--- src/common/stt_pkg.sv ---
// constants, field positions and codes of the standard ten-bit timer
// Behaviour
// - ten-bit up counter advances once per selected timer clock edge
// - comparator P checks counter bits 9..7, comparator A all ten bits
// - no software write to counter; on/off rising edge clears it
// - on/off low stops counting and powers down; value is kept
// - pause high holds count while powered; release resumes from held value
// - clock select picks sys/4, sys, high/16, high/64, time base, pin edges
// - clock select code 101 feeds no clock, counter stands still
// - compare mode: on/off rising edge restores the initial output level
// - period field n gives n*128 clocks, zero gives 1024 clocks
// - mode field: compare, capture, pwm/single pulse, timer; timer drives no pin
// - compare mode A match: keep, drive low, drive high or toggle pin
// - pwm mode output: forced inactive, forced active, pwm wave, single pulse
// - capture trigger: rising, falling, both edges or disabled
// - initial level bit: compare start level, pwm active level, unused in timer
// - compare match requesting the initial level leaves the pin unchanged
// - polarity bit inverts the pin, no effect in timer mode
// - role swap bit exchanges period and duty roles of P and A
// - clear source: A match, or P match / overflow when period is zero
// - clear source bit ignored in pwm, single pulse and capture modes
// - counter clear by overflow or match raises a timer flag, except the 1023 wrap in capture mode or with A clearing and A zero
// - compare mode with A clearing raises only the A flag
// - pwm duty at or above period keeps output active the whole period
// - pwm mode raises separate A and P flags on each match
package stt_pkg;
	localparam int unsigned STT_CNT_W = 10;
	localparam int unsigned STT_P_SHIFT = 7;
	localparam logic [2:0] STT_ADR_CTRL0 = 3'h0;
	localparam logic [2:0] STT_ADR_CTRL1 = 3'h1;
	localparam logic [2:0] STT_ADR_CNTL = 3'h2;
	localparam logic [2:0] STT_ADR_CNTH = 3'h3;
	localparam logic [2:0] STT_ADR_CCRAL = 3'h4;
	localparam logic [2:0] STT_ADR_CCRAH = 3'h5;
	localparam logic [2:0] STT_ADR_STAT = 3'h6;
	localparam logic [7:0] STT_CTRL0_RST = 8'h00;
	localparam logic [7:0] STT_CTRL1_RST = 8'h00;
	localparam logic [9:0] STT_CNT_RST = 10'h000;
	localparam logic [9:0] STT_CNT_MAX = 10'h3ff;
	localparam logic [9:0] STT_COMPARE_A_VALUE_RST = 10'h000;
	localparam int unsigned STT_C0_PAU = 7;
	localparam int unsigned STT_C0_CK_LSB = 4;
	localparam int unsigned STT_C0_ON = 3;
	localparam int unsigned STT_C0_RP_LSB = 0;
	localparam int unsigned STT_C1_M_LSB = 6;
	localparam int unsigned STT_C1_IO_LSB = 4;
	localparam int unsigned STT_C1_OC = 3;
	localparam int unsigned STT_C1_POL = 2;
	localparam int unsigned STT_C1_DPX = 1;
	localparam int unsigned STT_C1_CCLR = 0;
	localparam int unsigned STT_ST_AF = 0;
	localparam int unsigned STT_ST_PF = 1;
	localparam logic [2:0] STT_CK_SYS4 = 3'h0;
	localparam logic [2:0] STT_CK_SYS = 3'h1;
	localparam logic [2:0] STT_CK_HS16 = 3'h2;
	localparam logic [2:0] STT_CK_HS64 = 3'h3;
	localparam logic [2:0] STT_CK_TBC = 3'h4;
	localparam logic [2:0] STT_CK_NONE = 3'h5;
	localparam logic [2:0] STT_CK_EXTR = 3'h6;
	localparam logic [2:0] STT_CK_EXTF = 3'h7;
	localparam logic [1:0] STT_M_CMP = 2'h0;
	localparam logic [1:0] STT_M_CAP = 2'h1;
	localparam logic [1:0] STT_M_PWM = 2'h2;
	localparam logic [1:0] STT_M_TC = 2'h3;
	localparam logic [1:0] STT_DIV4_LAST = 2'h3;
	localparam logic [5:0] STT_HS16_MASK = 6'h0f;
	localparam logic [5:0] STT_HS64_MASK = 6'h3f;
endpackage : stt_pkg

--- src/design/stt_timer.sv ---
// standard ten-bit timer: registers, counter, comparators and pin logic
`timescale 1ns/10ps
module stt_timer
	import stt_pkg::*;
(
	input wire logic core_clk_i,
	input wire logic rst_i,
	input wire logic [2:0] reg_addr_i,
	input wire logic [7:0] reg_wdata_i,
	input wire logic reg_wr_i,
	input wire logic reg_rd_i,
	output logic [7:0] reg_rdata_o,
	input wire logic high_speed_clock_tick_i,
	input wire logic time_base_clock_tick_i,
	input wire logic external_clock_pin_i,
	input wire logic timer_io_pin_i,
	output logic timer_io_pin_o,
	output logic timer_io_pin_oe_o,
	output logic timer_powered_o,
	output logic compare_a_flag_o,
	output logic compare_p_flag_o
);
	logic [7:0] ctrl0_r;
	logic [7:0] ctrl1_r;
	logic [9:0] cnt_r;
	logic [9:0] compare_a_value_r;
	logic [1:0] stat_r;
	logic [7:0] rdata_r;
	logic lvl_r;
	logic pin_r;
	logic oe_r;
	logic sp_r;
	logic a_pulse_r;
	logic p_pulse_r;
	logic ext_prev_r;
	logic io_prev_r;
	logic [1:0] pins_s;
	logic on_w;
	logic pau_w;
	logic [2:0] cksel_w;
	logic [2:0] rp_w;
	logic [1:0] mode_w;
	logic [1:0] io_w;
	logic oc_w;
	logic pol_w;
	logic dpx_w;
	logic cclr_w;
	logic cnt_tick;
	logic cnt_step;
	logic on_rise;
	logic [10:0] cnt_inc;
	logic [10:0] p_end;
	logic [10:0] a_end;
	logic [10:0] duty;
	logic p_hit;
	logic a_hit;
	logic clr_now;
	logic a_ev;
	logic p_ev;
	logic cap_ev;
	logic cmp_like;
	logic pwm_act;
	logic pwm_sel;

	assign on_w = ctrl0_r[STT_C0_ON];
	assign pau_w = ctrl0_r[STT_C0_PAU];
	assign cksel_w = ctrl0_r[STT_C0_CK_LSB +: 3];
	assign rp_w = ctrl0_r[STT_C0_RP_LSB +: 3];
	assign mode_w = ctrl1_r[STT_C1_M_LSB +: 2];
	assign io_w = ctrl1_r[STT_C1_IO_LSB +: 2];
	assign oc_w = ctrl1_r[STT_C1_OC];
	assign pol_w = ctrl1_r[STT_C1_POL];
	assign dpx_w = ctrl1_r[STT_C1_DPX];
	assign cclr_w = ctrl1_r[STT_C1_CCLR];
	assign cmp_like = (mode_w == STT_M_CMP) || (mode_w == STT_M_TC);

	// bit 0 is the external clock pin, bit 1 the timer pin as capture input
	stt_sync #(
		.WIDTH(2)
	) u_sync (
		.core_clk_i(core_clk_i),
		.rst_i(rst_i),
		.async_i({timer_io_pin_i, external_clock_pin_i}),
		.sync_o(pins_s)
	);

	always_ff @(posedge core_clk_i) begin
		if (rst_i) begin
			ext_prev_r <= 1'b0;
			io_prev_r <= 1'b0;
		end else begin
			ext_prev_r <= pins_s[0];
			io_prev_r <= pins_s[1];
		end
	end

	stt_clk_sel u_clk_sel (
		.core_clk_i(core_clk_i),
		.rst_i(rst_i),
		.clock_select_i(cksel_w),
		.high_speed_tick_i(high_speed_clock_tick_i),
		.time_base_tick_i(time_base_clock_tick_i),
		.ext_rise_i(pins_s[0] && !ext_prev_r),
		.ext_fall_i(!pins_s[0] && ext_prev_r),
		.tick_o(cnt_tick)
	);

	assign on_rise = reg_wr_i && (reg_addr_i == STT_ADR_CTRL0) && reg_wdata_i[STT_C0_ON] && !on_w;
	assign cnt_step = on_w && !pau_w && cnt_tick;
	assign cnt_inc = {1'b0, cnt_r} + 11'h001;
	// a zero period field means a full 1024-clock wrap
	assign p_end = {(rp_w == 3'h0), rp_w, 7'h00};
	assign a_end = {1'b0, compare_a_value_r};
	assign p_hit = cnt_step && (cnt_inc == p_end);
	assign a_hit = cnt_step && (compare_a_value_r != 10'h000) && (cnt_inc == a_end);

	always_comb begin
		clr_now = 1'b0;
		a_ev = 1'b0;
		p_ev = 1'b0;
		if (cmp_like) begin
			clr_now = cclr_w ? a_hit : p_hit;
			a_ev = a_hit;
			p_ev = !cclr_w && p_hit;
		end else if (mode_w == STT_M_PWM) begin
			clr_now = dpx_w ? a_hit : p_hit;
			a_ev = a_hit;
			p_ev = p_hit;
		end else begin
			a_ev = cap_ev;
		end
	end

	// counter has no software write path, only the on/off rising edge
	always_ff @(posedge core_clk_i) begin
		if (rst_i) begin
			cnt_r <= STT_CNT_RST;
		end else if (on_rise) begin
			cnt_r <= STT_CNT_RST;
		end else if (cnt_step) begin
			cnt_r <= clr_now ? STT_CNT_RST : cnt_inc[9:0];
		end
	end

	always_comb begin
		cap_ev = 1'b0;
		if (on_w && (mode_w == STT_M_CAP)) begin
			unique case (io_w)
				2'h0: cap_ev = pins_s[1] && !io_prev_r;
				2'h1: cap_ev = !pins_s[1] && io_prev_r;
				2'h2: cap_ev = pins_s[1] != io_prev_r;
				2'h3: cap_ev = 1'b0;
			endcase
		end
	end

	// capture takes priority over a software write in the same cycle
	always_ff @(posedge core_clk_i) begin
		if (rst_i) begin
			compare_a_value_r <= STT_COMPARE_A_VALUE_RST;
		end else if (cap_ev) begin
			compare_a_value_r <= cnt_r;
		end else if (reg_wr_i && (reg_addr_i == STT_ADR_CCRAL)) begin
			compare_a_value_r[7:0] <= reg_wdata_i;
		end else if (reg_wr_i && (reg_addr_i == STT_ADR_CCRAH)) begin
			compare_a_value_r[9:8] <= reg_wdata_i[1:0];
		end
	end

	always_ff @(posedge core_clk_i) begin
		if (rst_i) begin
			ctrl0_r <= STT_CTRL0_RST;
			ctrl1_r <= STT_CTRL1_RST;
		end else if (reg_wr_i && (reg_addr_i == STT_ADR_CTRL0)) begin
			ctrl0_r <= reg_wdata_i;
		end else if (reg_wr_i && (reg_addr_i == STT_ADR_CTRL1)) begin
			ctrl1_r <= reg_wdata_i;
		end
	end

	// sticky flags, write one to clear; a new event beats the clear
	always_ff @(posedge core_clk_i) begin
		if (rst_i) begin
			stat_r <= 2'h0;
			a_pulse_r <= 1'b0;
			p_pulse_r <= 1'b0;
		end else begin
			a_pulse_r <= a_ev;
			p_pulse_r <= p_ev;
			if (a_ev) begin
				stat_r[STT_ST_AF] <= 1'b1;
			end else if (reg_wr_i && (reg_addr_i == STT_ADR_STAT) && reg_wdata_i[STT_ST_AF]) begin
				stat_r[STT_ST_AF] <= 1'b0;
			end
			if (p_ev) begin
				stat_r[STT_ST_PF] <= 1'b1;
			end else if (reg_wr_i && (reg_addr_i == STT_ADR_STAT) && reg_wdata_i[STT_ST_PF]) begin
				stat_r[STT_ST_PF] <= 1'b0;
			end
		end
	end

	// duty at or above the period never goes inactive inside the period
	assign duty = dpx_w ? p_end : a_end;
	assign pwm_act = {1'b0, cnt_r} < duty;

	always_comb begin
		unique case (io_w)
			2'h0: pwm_sel = 1'b0;
			2'h1: pwm_sel = 1'b1;
			2'h2: pwm_sel = pwm_act;
			2'h3: pwm_sel = sp_r;
		endcase
	end

	// single pulse opens on the on/off rising edge and closes at an A match
	always_ff @(posedge core_clk_i) begin
		if (rst_i) begin
			sp_r <= 1'b0;
		end else if (on_rise) begin
			sp_r <= 1'b1;
		end else if (a_hit || !on_w) begin
			sp_r <= 1'b0;
		end
	end

	always_ff @(posedge core_clk_i) begin
		if (rst_i) begin
			lvl_r <= 1'b0;
		end else if (mode_w == STT_M_CMP) begin
			if (on_rise) begin
				lvl_r <= oc_w;
			end else if (a_hit) begin
				unique case (io_w)
					2'h0: lvl_r <= lvl_r;
					2'h1: lvl_r <= oc_w ? 1'b0 : lvl_r;
					2'h2: lvl_r <= oc_w ? lvl_r : 1'b1;
					2'h3: lvl_r <= !lvl_r;
				endcase
			end
		end else if (mode_w == STT_M_PWM) begin
			lvl_r <= oc_w ? pwm_sel : !pwm_sel;
		end
	end

	// the pin stays undriven in timer and capture modes
	always_ff @(posedge core_clk_i) begin
		if (rst_i) begin
			pin_r <= 1'b0;
			oe_r <= 1'b0;
		end else begin
			pin_r <= lvl_r ^ pol_w;
			oe_r <= (mode_w == STT_M_CMP) || (mode_w == STT_M_PWM);
		end
	end

	always_ff @(posedge core_clk_i) begin
		if (rst_i) begin
			rdata_r <= 8'h00;
		end else if (reg_rd_i) begin
			unique case (reg_addr_i)
				STT_ADR_CTRL0: rdata_r <= ctrl0_r;
				STT_ADR_CTRL1: rdata_r <= ctrl1_r;
				STT_ADR_CNTL: rdata_r <= cnt_r[7:0];
				STT_ADR_CNTH: rdata_r <= {6'h00, cnt_r[9:8]};
				STT_ADR_CCRAL: rdata_r <= compare_a_value_r[7:0];
				STT_ADR_CCRAH: rdata_r <= {6'h00, compare_a_value_r[9:8]};
				STT_ADR_STAT: rdata_r <= {6'h00, stat_r};
				default: rdata_r <= 8'h00;
			endcase
		end else begin
			rdata_r <= 8'h00;
		end
	end

	assign reg_rdata_o = rdata_r;
	assign timer_io_pin_o = pin_r;
	assign timer_io_pin_oe_o = oe_r;
	assign timer_powered_o = on_w;
	assign compare_a_flag_o = a_pulse_r;
	assign compare_p_flag_o = p_pulse_r;
endmodule : stt_timer

--- src/design/stt_sync.sv ---
// two-stage synchroniser for pins entering the system clock domain
`timescale 1ns/10ps
module stt_sync
	import stt_pkg::*;
#(
	parameter int unsigned WIDTH = 2
) (
	input wire logic core_clk_i,
	input wire logic rst_i,
	input wire logic [WIDTH-1:0] async_i,
	output logic [WIDTH-1:0] sync_o
);
	logic [WIDTH-1:0] meta_r;
	logic [WIDTH-1:0] sync_r;

	initial begin
		if (WIDTH < 1) $error("stt_sync needs at least one bit");
	end

	// the first stage feeds only the second stage
	always_ff @(posedge core_clk_i) begin
		if (rst_i) begin
			meta_r <= '0;
			sync_r <= '0;
		end else begin
			meta_r <= async_i;
			sync_r <= meta_r;
		end
	end

	assign sync_o = sync_r;
endmodule : stt_sync

--- src/design/stt_clk_sel.sv ---
// counter clock source selection and internal prescalers
`timescale 1ns/10ps
module stt_clk_sel
	import stt_pkg::*;
(
	input wire logic core_clk_i,
	input wire logic rst_i,
	input wire logic [2:0] clock_select_i,
	input wire logic high_speed_tick_i,
	input wire logic time_base_tick_i,
	input wire logic ext_rise_i,
	input wire logic ext_fall_i,
	output logic tick_o
);
	logic [1:0] div4_r;
	logic [5:0] hs_cnt_r;

	always_ff @(posedge core_clk_i) begin
		if (rst_i) begin
			div4_r <= 2'h0;
		end else begin
			div4_r <= div4_r + 2'h1;
		end
	end

	// one prescaler serves both high clock divisions
	always_ff @(posedge core_clk_i) begin
		if (rst_i) begin
			hs_cnt_r <= 6'h00;
		end else if (high_speed_tick_i) begin
			hs_cnt_r <= hs_cnt_r + 6'h01;
		end
	end

	always_comb begin
		unique case (clock_select_i)
			STT_CK_SYS4: tick_o = (div4_r == STT_DIV4_LAST);
			STT_CK_SYS: tick_o = 1'b1;
			STT_CK_HS16: tick_o = high_speed_tick_i && ((hs_cnt_r & STT_HS16_MASK) == STT_HS16_MASK);
			STT_CK_HS64: tick_o = high_speed_tick_i && (hs_cnt_r == STT_HS64_MASK);
			STT_CK_TBC: tick_o = time_base_tick_i;
			STT_CK_NONE: tick_o = 1'b0;
			STT_CK_EXTR: tick_o = ext_rise_i;
			STT_CK_EXTF: tick_o = ext_fall_i;
		endcase
	end
endmodule : stt_clk_sel

--- config.mk ---
export PLATFORM = sky130hd
export DESIGN_NAME = stt_timer
export DESIGN_NICKNAME = d
export VERILOG_FILES = /design/src/common/stt_pkg.sv /design/src/design/stt_timer.sv /design/src/design/stt_sync.sv /design/src/design/stt_clk_sel.sv
export SDC_FILE = /design/constraint.sdc
export NUM_CORES = 1
export LEC_CHECK = 0
export BUFFER_PORTS_ARGS = -buffer_cell sky130_fd_sc_hd__buf_2
export CAP_MARGIN = 10
export CORE_MARGIN = 5
export CORE_UTILIZATION = 27
export CTS_CLUSTER_DIAMETER = 50
export DETAILED_ROUTE_END_ITERATION = 10
export HOLD_SLACK_MARGIN = 0.12
export PLACE_DENSITY = 0.46
export SLEW_MARGIN = 20
export SYNTH_ARGS = -nofsm -noshare
export SYNTH_HDL_FRONTEND = slang
export SYNTH_SLANG_ARGS = --single-unit
--- constraint.sdc ---
create_clock -name core_clk_i -period 3 [get_ports core_clk_i]
set_input_delay 0.15 -clock core_clk_i [delete_from_list [all_inputs] [get_ports core_clk_i]]
set_output_delay 0.15 -clock core_clk_i [all_outputs]
set_load 0.01 [all_outputs]
==> results of run 1 <==
==> cell type report <==
class / instances / area share, %
inverters: 9 / 0.6895
clock buffers: 10 / 4.673
multi-input cells: 373 / 51.53
clock inverters: 5 / 2.120
repair buffers: 68 / 9.295
flip-flops and latches: 66 / 26.99
well taps: 184 / 4.699
==> path summary, 6_finish.rpt <==
check | end | slack (ps) | cells past startpoint
max | cnt_r[6]$_SDFFE_PP0P_ | 270 | 11
min | u_clk_sel.hs_cnt_r[1]$_SDFFE_PP0P_ | 140 | 3
max reg2reg | cnt_r[6]$_SDFFE_PP0P_ | 270 | 11
min reg2reg | u_clk_sel.div4_r[0]$_SDFF_PP0_ | 420 | 1
==> power groups by stage <==
stage	clock (mW)	combinational [mW]	sequential (mW)
6_report	1.22	0.295	0.938
5_1_grt	1.27	0.327	0.943
4_1_cts	1.24	0.294	0.939
3_5_place_dp	0	0.284	0.958
3_3_place_gp	0	0.282	0.958
2_1_floorplan	0	0.200	0.945
==> cell usage in the layout (no fill, tap or decap), drive strengths merged, types with 3 or more instances in the layout <==
master,Yosys,layout
buf,12,59
nand3b,6,6
dlygate4sd3,0,9
nand2,50,50
xnor2,8,8
a21o,10,10
nand2b,11,11
nor2b,11,11
dfxtp,66,66
xnor3,5,5
a21oi,32,32
nor4,5,5
a211oi,11,11
ha,18,18
or4,3,3
nor3,7,7
or3,11,11
xor2,5,5
bufinv,0,3
inv,9,9
mux2i,30,30
nand4,10,10
a31oi,12,12
and2,3,3
nand4b,3,3
a221oi,3,3
nor3b,3,3
nand3,8,8
clkbuf,25,10
or3b,3,3
or2,4,4
nor2,59,59
o211ai,4,4
o21ai,10,10
==> per-stage QoR <==
| stage | power, mW | hold WS (ps) | util (%) | setup WS (ps) |
|---|---|---|---|---|
| 4_1_cts | 2.469 | 128.5 | 33.58 | 232.7 |
| 2_1_floorplan | 1.145 | 278.2 | - | 363.9 |
| 5_1_grt | 2.543 | 148.7 | 33.58 | 11.00 |
| 3_3_place_gp | 1.239 | 370.7 | 30.68 | 334.3 |
| 3_5_place_dp | 1.242 | 372.9 | 30.68 | 259.6 |
| 6_report | 2.450 | 142.9 | 33.58 | 268.0 |
==> state kept, by name, summed over array words and instances (netlist names), 2 cells and up <==
signal	count
cnt_r	10
compare_a_value_r	10
ctrl0_r	8
ctrl1_r	8
reg_rdata_o	8
u_clk_sel.hs_cnt_r	6
stat_r	2
u_clk_sel.div4_r	2
u_sync.meta_r	2
u_sync.sync_o	2
==> worst min-delay path, cell delays in order <==
cell and delay, ps:
buf_2 130, mux2i_1 80, nor2_1 70
==> per-layer routing <==
| layer | track usage, % | up-vias |
|---|---|---|
| li1 | - | 1809 |
| met1 | 19.11 | 1777 |
| met2 | 21.09 | 90 |
| met3 | 3.282 | 22 |
| met4 | 6.165 | 0 |
| met5 | 0 | - |
==> what timing repair did <==
item	CTS	global route
gates resized for setup	0	1
hold buffers	9	0
endpoints found under the setup margin	0	1
endpoints found under the hold margin	11	0
==> cells by family after synthesis <==
kind of cell / Yosys count / share of synthesized area [%]
XOR/XNOR: 18 / 5.600
buffers and inverters: 46 / 4.888
multiplexers: 32 / 7.983
adder cells (fa/ha/maj): 18 / 5.569
flip-flops: 66 / 32.67
AND/OR/NAND/NOR: 203 / 26.39
AO/OA/AOI/OAI: 102 / 16.89
==> implementation parameters, run 1 <==
Parameter                              Value

Job
  Max capacitance violation total    0

Detailed routing
  Detailed-route wire length on metal 1    just under 6000 um
  Number of detailed-route iterations in the first pass    4
  Number of vias per cell    between 5 and 6
  Drt initial violations    roughly 180
  Wire length on met3    about 540 um
  Average detailed-routed wire length per instance    between 15 and 20 um
  Final routed wirelength across all metal layers    ~12000 um
  Uppermost metal layer occupied by signal nets    met4
  Routed wire length on met2    between 5000 and 6000 um
  Total vias in the final route    about 3700
  DRC violations left    0
  Antenna Violating Nets Remaining    0

Run status
  Result of the run    complete, no violations

Die
  Core Region    14590 sq um
  Number of standard-cell rows in the floorplan    between 40 and 50
  Starting density of the core    about 28%
  Floorplan die height    between 100 and 150 um
  Die Area    17520 sq um
  Ports    32
  Overall die width    about 130 um

Setup path
  Startpoint-to-endpoint class of the critical path    reg -> reg
  Critical Path Start    cnt_r[0]$_SDFFE_PP0P_
  Cell at the slowest stage of the critical path    nor4_1
  Required time reported for the critical path endpoint    ~3200 ps
  CP Launch Type    flop
  Largest delay share family, worst path    simple AND/OR/NAND/NOR gates
  Slowest Stage Delay on Critical Path    between 300 and 400 ps
  Reg2reg start    cnt_r[0]$_SDFFE_PP0P_
  Crit. End Element    flop
  Crit path buffers/inverters    2
  Maximum net fanout on the critical path    8
  Cells along the critical path    ha_1, nand3_1, buf_4, a2bb2oi_1, nor4_1, nand4_2, nor4_1, a2111o_1, buf_4, a21o_2, a21oi_1
  Worst EP arrival    slightly below 3000 ps

Min path
  Min-delay src    high_speed_clock_tick_i
  Hold Path Class    in -> reg

Synthesis
  Post-synth top cells    66 x dfxtp_1, 59 x nor2_1, 50 x nand2_1
  Share of synthesized area occupied by flip-flops and latches    32.67%
  Number of flops mapped to enable cells by yosys    0
  Syn Std Cell Area    around 4000 sq um
  Netlist cell types    slightly below 70
  Yosys warning total    0
  Most frequent cell after synthesis    dfxtp_1
  Biggest area consumer among synthesized cells    dfxtp_1
  Biggest area contributors in the synthesized netlist    dfxtp_1 33%, mux2i_1 7.4%, ha_1 5.6%
  Number of standard cells after synthesis    between 400 and 500
  Post-synthesis async set-or-reset flop share    0%
  Yosys top cell area share    ~33%
  Flop and latch count out of synthesis    66
  Most used DFF post-synth    dfxtp_1
  Synthesized area per cell    8.338 sq um
  Synthesized netlist net count    roughly 520

STA
  RSZ-0062 raised after global routing    no
  Final hold viol count    0
  Headroom to the max-slew limit    62.87%
  Highest clock rate    between 0.3 and 0.4 GHz
  Endpoints failing setup    0
  Least-Margin Pin Slew    about 560 ps
  Total negative slack for setup checks    0 ps
  Minimum period implied by the final worst setup slack    2732 ps
  Ratio of final minimum period to clock period    91.07%
  Clock skew    around 9.6 ps
  Count of final max-slew check failures    0

Placement
  Global placer's final weighted congestion    about 0.84
  Port buffer count    31
  Detailed Place HPWL    ~9100 um
  Instance count after placement with tap cells included    about 690
  Post-detailed-placement cell area    approximately 4500 sq um

Power
  Leakage power of the design    about 1.9 nW
  Fraction of power spent switching nets    24.53%
  NetSw    ~0.6 mW
  Power density over cell area    around 500 nW/um^2
  Int Pwr    1.849 mW
  Sequential power share    between 30% and 40%
  Worst vdd ir    roughly 260 uV
  Clock power frac    ~50%
  Share of total power in combinational logic    12.0%

Clock network
  TritonCTS Buffers    9
  Largest buffer count on any clock path    2
  Clock tree from TritonCTS    built
  Total number of H-tree levels    3
  Number of buffers inserted by post-CTS setup repair    0
  Clock latency on the worst-skew pair    ~330 ps
  Cell at the root of the clock tree    clkbuf_16
  Clock transition at the registers of the reported paths    60 ps
  Clock net sink count    66

Cells and area
  Area occupied by registers    roughly 1300 sq um
  Number of standard cells in the layout, taps in and fillers out    between 700 and 800
  Final Instance Area    between 4000 and 5000 sq um
  Area growth from synthesis to layout    21.16%
  N_diodes    0
  Layout filler cell count    1507
  Proportion of layout cells with a drive suffix above 1    18.08%
  Net count reported at finish    around 560
  Area occupied by multi-input gates    2525 sq um

Global route
  Pin count of the biggest net entering global routing    45
  Residual overflow from global routing    0
  GRT Total Usage    between 10% and 20%
  Number of global-route vias before repair    3596
  First-pass GRT wire length    approximately 20000 um
  Antenna violations before repair    0
Power figures use the tool's default switching activity.
==> run 2, diff against run 1 <==
--- a/config.mk
+++ b/config.mk
@@ -16,4 +16,5 @@
 export SLEW_MARGIN = 20
 export SYNTH_ARGS = -nofsm -noshare
 export SYNTH_HDL_FRONTEND = slang
+export SYNTH_HIERARCHICAL = 1
 export SYNTH_SLANG_ARGS = --single-unit
==> implementation parameters, run 2 <==
Parameter                              Value

Run status
  Result of the run    complete, no violations

STA
  Minimum period implied by the final worst setup slack    between 2000 and 3000 ps
  Least-Margin Pin Slew    607.2 ps
  Endpoints failing setup    0
  Total negative slack for setup checks    0 ps
  Final hold viol count    0
  Headroom to the max-slew limit    59.52%
  Ratio of final minimum period to clock period    a little over nine tenths
  Hold_ws    approximately 150 ps
  Worst path setup slack after routing    about 190 ps
  Highest clock rate    between 0.3 and 0.4 GHz
  Clock skew    between 7 and 8 ps
  Count of final max-slew check failures    0

Clock network
  Total number of H-tree levels    3
  Cell at the root of the clock tree    clkbuf_16
  Largest buffer count on any clock path    2
  Clock net sink count    66
  Clock latency on the worst-skew pair    about 340 ps
  Clock tree from TritonCTS    built
  Clock transition at the registers of the reported paths    about 50 ps
  TritonCTS Buffers    9

Power
  Power density over cell area    462.9 nW/um^2
  Leakage power of the design    1.907 nW
  Worst vdd ir    ~300 uV

Detailed routing
  Average detailed-routed wire length per instance    16.77 um
  DRC violations left    0
  Total vias in the final route    around 3800
  Drt initial violations    around 310
  Antenna Violating Nets Remaining    0
  Final routed wirelength across all metal layers    ~12000 um
  Number of detailed-route iterations in the first pass    5
  Number of vias per cell    5.155

Cells and area
  Proportion of layout cells with a drive suffix above 1    about 18%
  Most common cell after layout, fill and taps aside    dfxtp_1
  Layout filler cell count    between 1500 and 2000
  N_diodes    0
  Top Registers    cnt_r: 10 flops, compare_a_value_r: 10 flops
  Net count reported at finish    581
  Number of standard cells in the layout, taps in and fillers out    ~740
  Area growth from synthesis to layout    20.17%
  Most frequent cells in the layout    66 x dfxtp_1, 59 x nor2_1, 53 x nand2_1, 33 x a21oi_1

Setup path
  Crit. End Element    flop
  Reg2reg start    u_clk_sel/hs_cnt_r[0]$_SDFFE_PP0P_
  Critical Path Start    u_clk_sel/hs_cnt_r[0]$_SDFFE_PP0P_
  Required time reported for the critical path endpoint    around 3200 ps
  Worst EP arrival    3040 ps
  CP Launch Type    flop
  Maximum net fanout on the critical path    10
  Slack of the worst reg-to-reg path    190 ps
  Startpoint-to-endpoint class of the critical path    reg -> reg

Global route
  Antenna violations before repair    0
  Number of global-route vias before repair    ~3700
  Residual overflow from global routing    0
  Met1 GRT Util    between 10% and 20%
  First-pass GRT wire length    19800 um
  Global routing usage on met3    under 10%
  GRT Total Usage    approximately 14%
  GRT met2 Usage    between 20% and 30%
  Pin count of the biggest net entering global routing    29
  Gr busiest metal    met2

Synthesis
  Number of flops mapped to enable cells by yosys    0
  Multiplexer share of the synthesized area    just under 9%
  Yosys top cell area share    approximately a third
  Netlist cell types    69
  Biggest area contributors in the synthesized netlist    dfxtp_1 32%, mux2i_1 7.5%, ha_1 5.4%
  Compound-Gate Fraction of Synth Area    17.15%
  Share of synthesized area occupied by flip-flops and latches    31.84%
  Post-synth top cells    66 x dfxtp_1, 59 x nor2_1, 53 x nand2_1
  Biggest area consumer among synthesized cells    dfxtp_1
  Number of standard cells after synthesis    between 500 and 600
  Post-synthesis share of cell area spent on full adders, half adders and majority gates    5.427%
  Largest family of logic cells by synthesized area    simple AND/OR/NAND/NOR gates
  Flop and latch count out of synthesis    66
  Most used DFF post-synth    dfxtp_1
  Synthesized area per cell    roughly 8.2 sq um
  Post-synthesis async set-or-reset flop share    0%
  Simple-gate share of the synthesized area    around a quarter
  Yosys warning total    6
  Xor-xnor portion of the synthesized cell area    5.457%
  Synthesized netlist net count    ~540
  Most frequent cell after synthesis    dfxtp_1
  Syn Std Cell Area    4150 sq um

Min path
  Min-delay src    high_speed_clock_tick_i
  Hold Path Class    in -> reg

Placement
  Global placer's final weighted congestion    0.8422
  Detailed Place HPWL    8904 um
  Port buffer count    31
  Worst slack, placed    -53.60 ps
  Instance count after placement with tap cells included    711

Die
  Number of standard-cell rows in the floorplan    45
  Ports    32
  Floorplan die height    ~130 um
  Overall die width    about 130 um
  Core Region    15150 sq um
  Starting density of the core    ~27%
  Die Area    about 18000 sq um

Job
  Max capacitance violation total    0
[run 2: power breakdown]
part,internal [mW],switching (mW)
registers,0.905,0.0318
logic,0.138,0.180
clock network,0.657,0.397
total,1.70,0.608
[run 2: critical path, cell delays in order (launching register included)]
cell	delay, ps
dfxtp_1	380
ha_1	180
nand4_1	140
o21ai_1	170
o211a_1	170
nand3b_1	160
or4_1	600
a2111oi_4	230
o211ai_1	150
o211ai_2	90
buf_4	190
a21oi_1	50
o21ba_2	190
[run 2: per-stage QoR]
| stage | utilization, % | total power, mW | instance area [sq um] |
|---|---|---|---|
| after floorplan | - | 1.161 | 4150 |
| after global placement | 30.13 | 1.256 | 4563 |
| after detailed placement | 30.13 | 1.258 | 4563 |
| after CTS | 32.77 | 2.343 | 4964 |
| after global routing | 32.93 | 2.414 | 4987 |
| final | 32.93 | 2.309 | 4987 |
[run 2: cell families after synthesis]
family          Yosys count
mux                      35
compound gates          105
xor+xnor                 21
simple gates            209
fa+ha+maj                18
buf+inv                  53
flops                    66
[run 2: final cells by class]
| cell class | count | area [sq um] | share of cell area, % |
|---|---|---|---|
| multi-input cells | 388 | 2641 | 52.96 |
| flip-flops and latches | 66 | 1321 | 26.49 |
| clock buffers | 10 | 239.0 | 4.792 |
| well taps | 188 | 235.2 | 4.717 |
| clock inverters | 5 | 55.05 | 1.104 |
| inverters | 12 | 45.04 | 0.9032 |
| repair buffers | 67 | 450.4 | 9.032 |
[run 2: worst paths after layout]
check                                       end  cells after the start
max                       cnt_r[6]$_SDFFE_PP0P_                     12
min          u_clk_sel/hs_cnt_r[0]$_SDFFE_PP0P_                      3
max reg2reg               cnt_r[6]$_SDFFE_PP0P_                     12
min reg2reg      u_clk_sel/div4_r[0]$_SDFF_PP0_                      1
[run 2: timing repair]
item	in CTS	in global routing
cloned	0	0
pin swaps	0	0
setup buffers	0	0
endpoints found under the setup margin	10	12
hold buffers	10	0
hold endpoints to repair	15	0
gates resized for setup	2	4
[run 2: metal layers]
metal | part of all wire, % | wire length (um)
met3 | 4.5 | 561
met5 | 0 | 0
met2 | 45 | 5608
met1 | 46 | 5737
met4 | 3.5 | 433
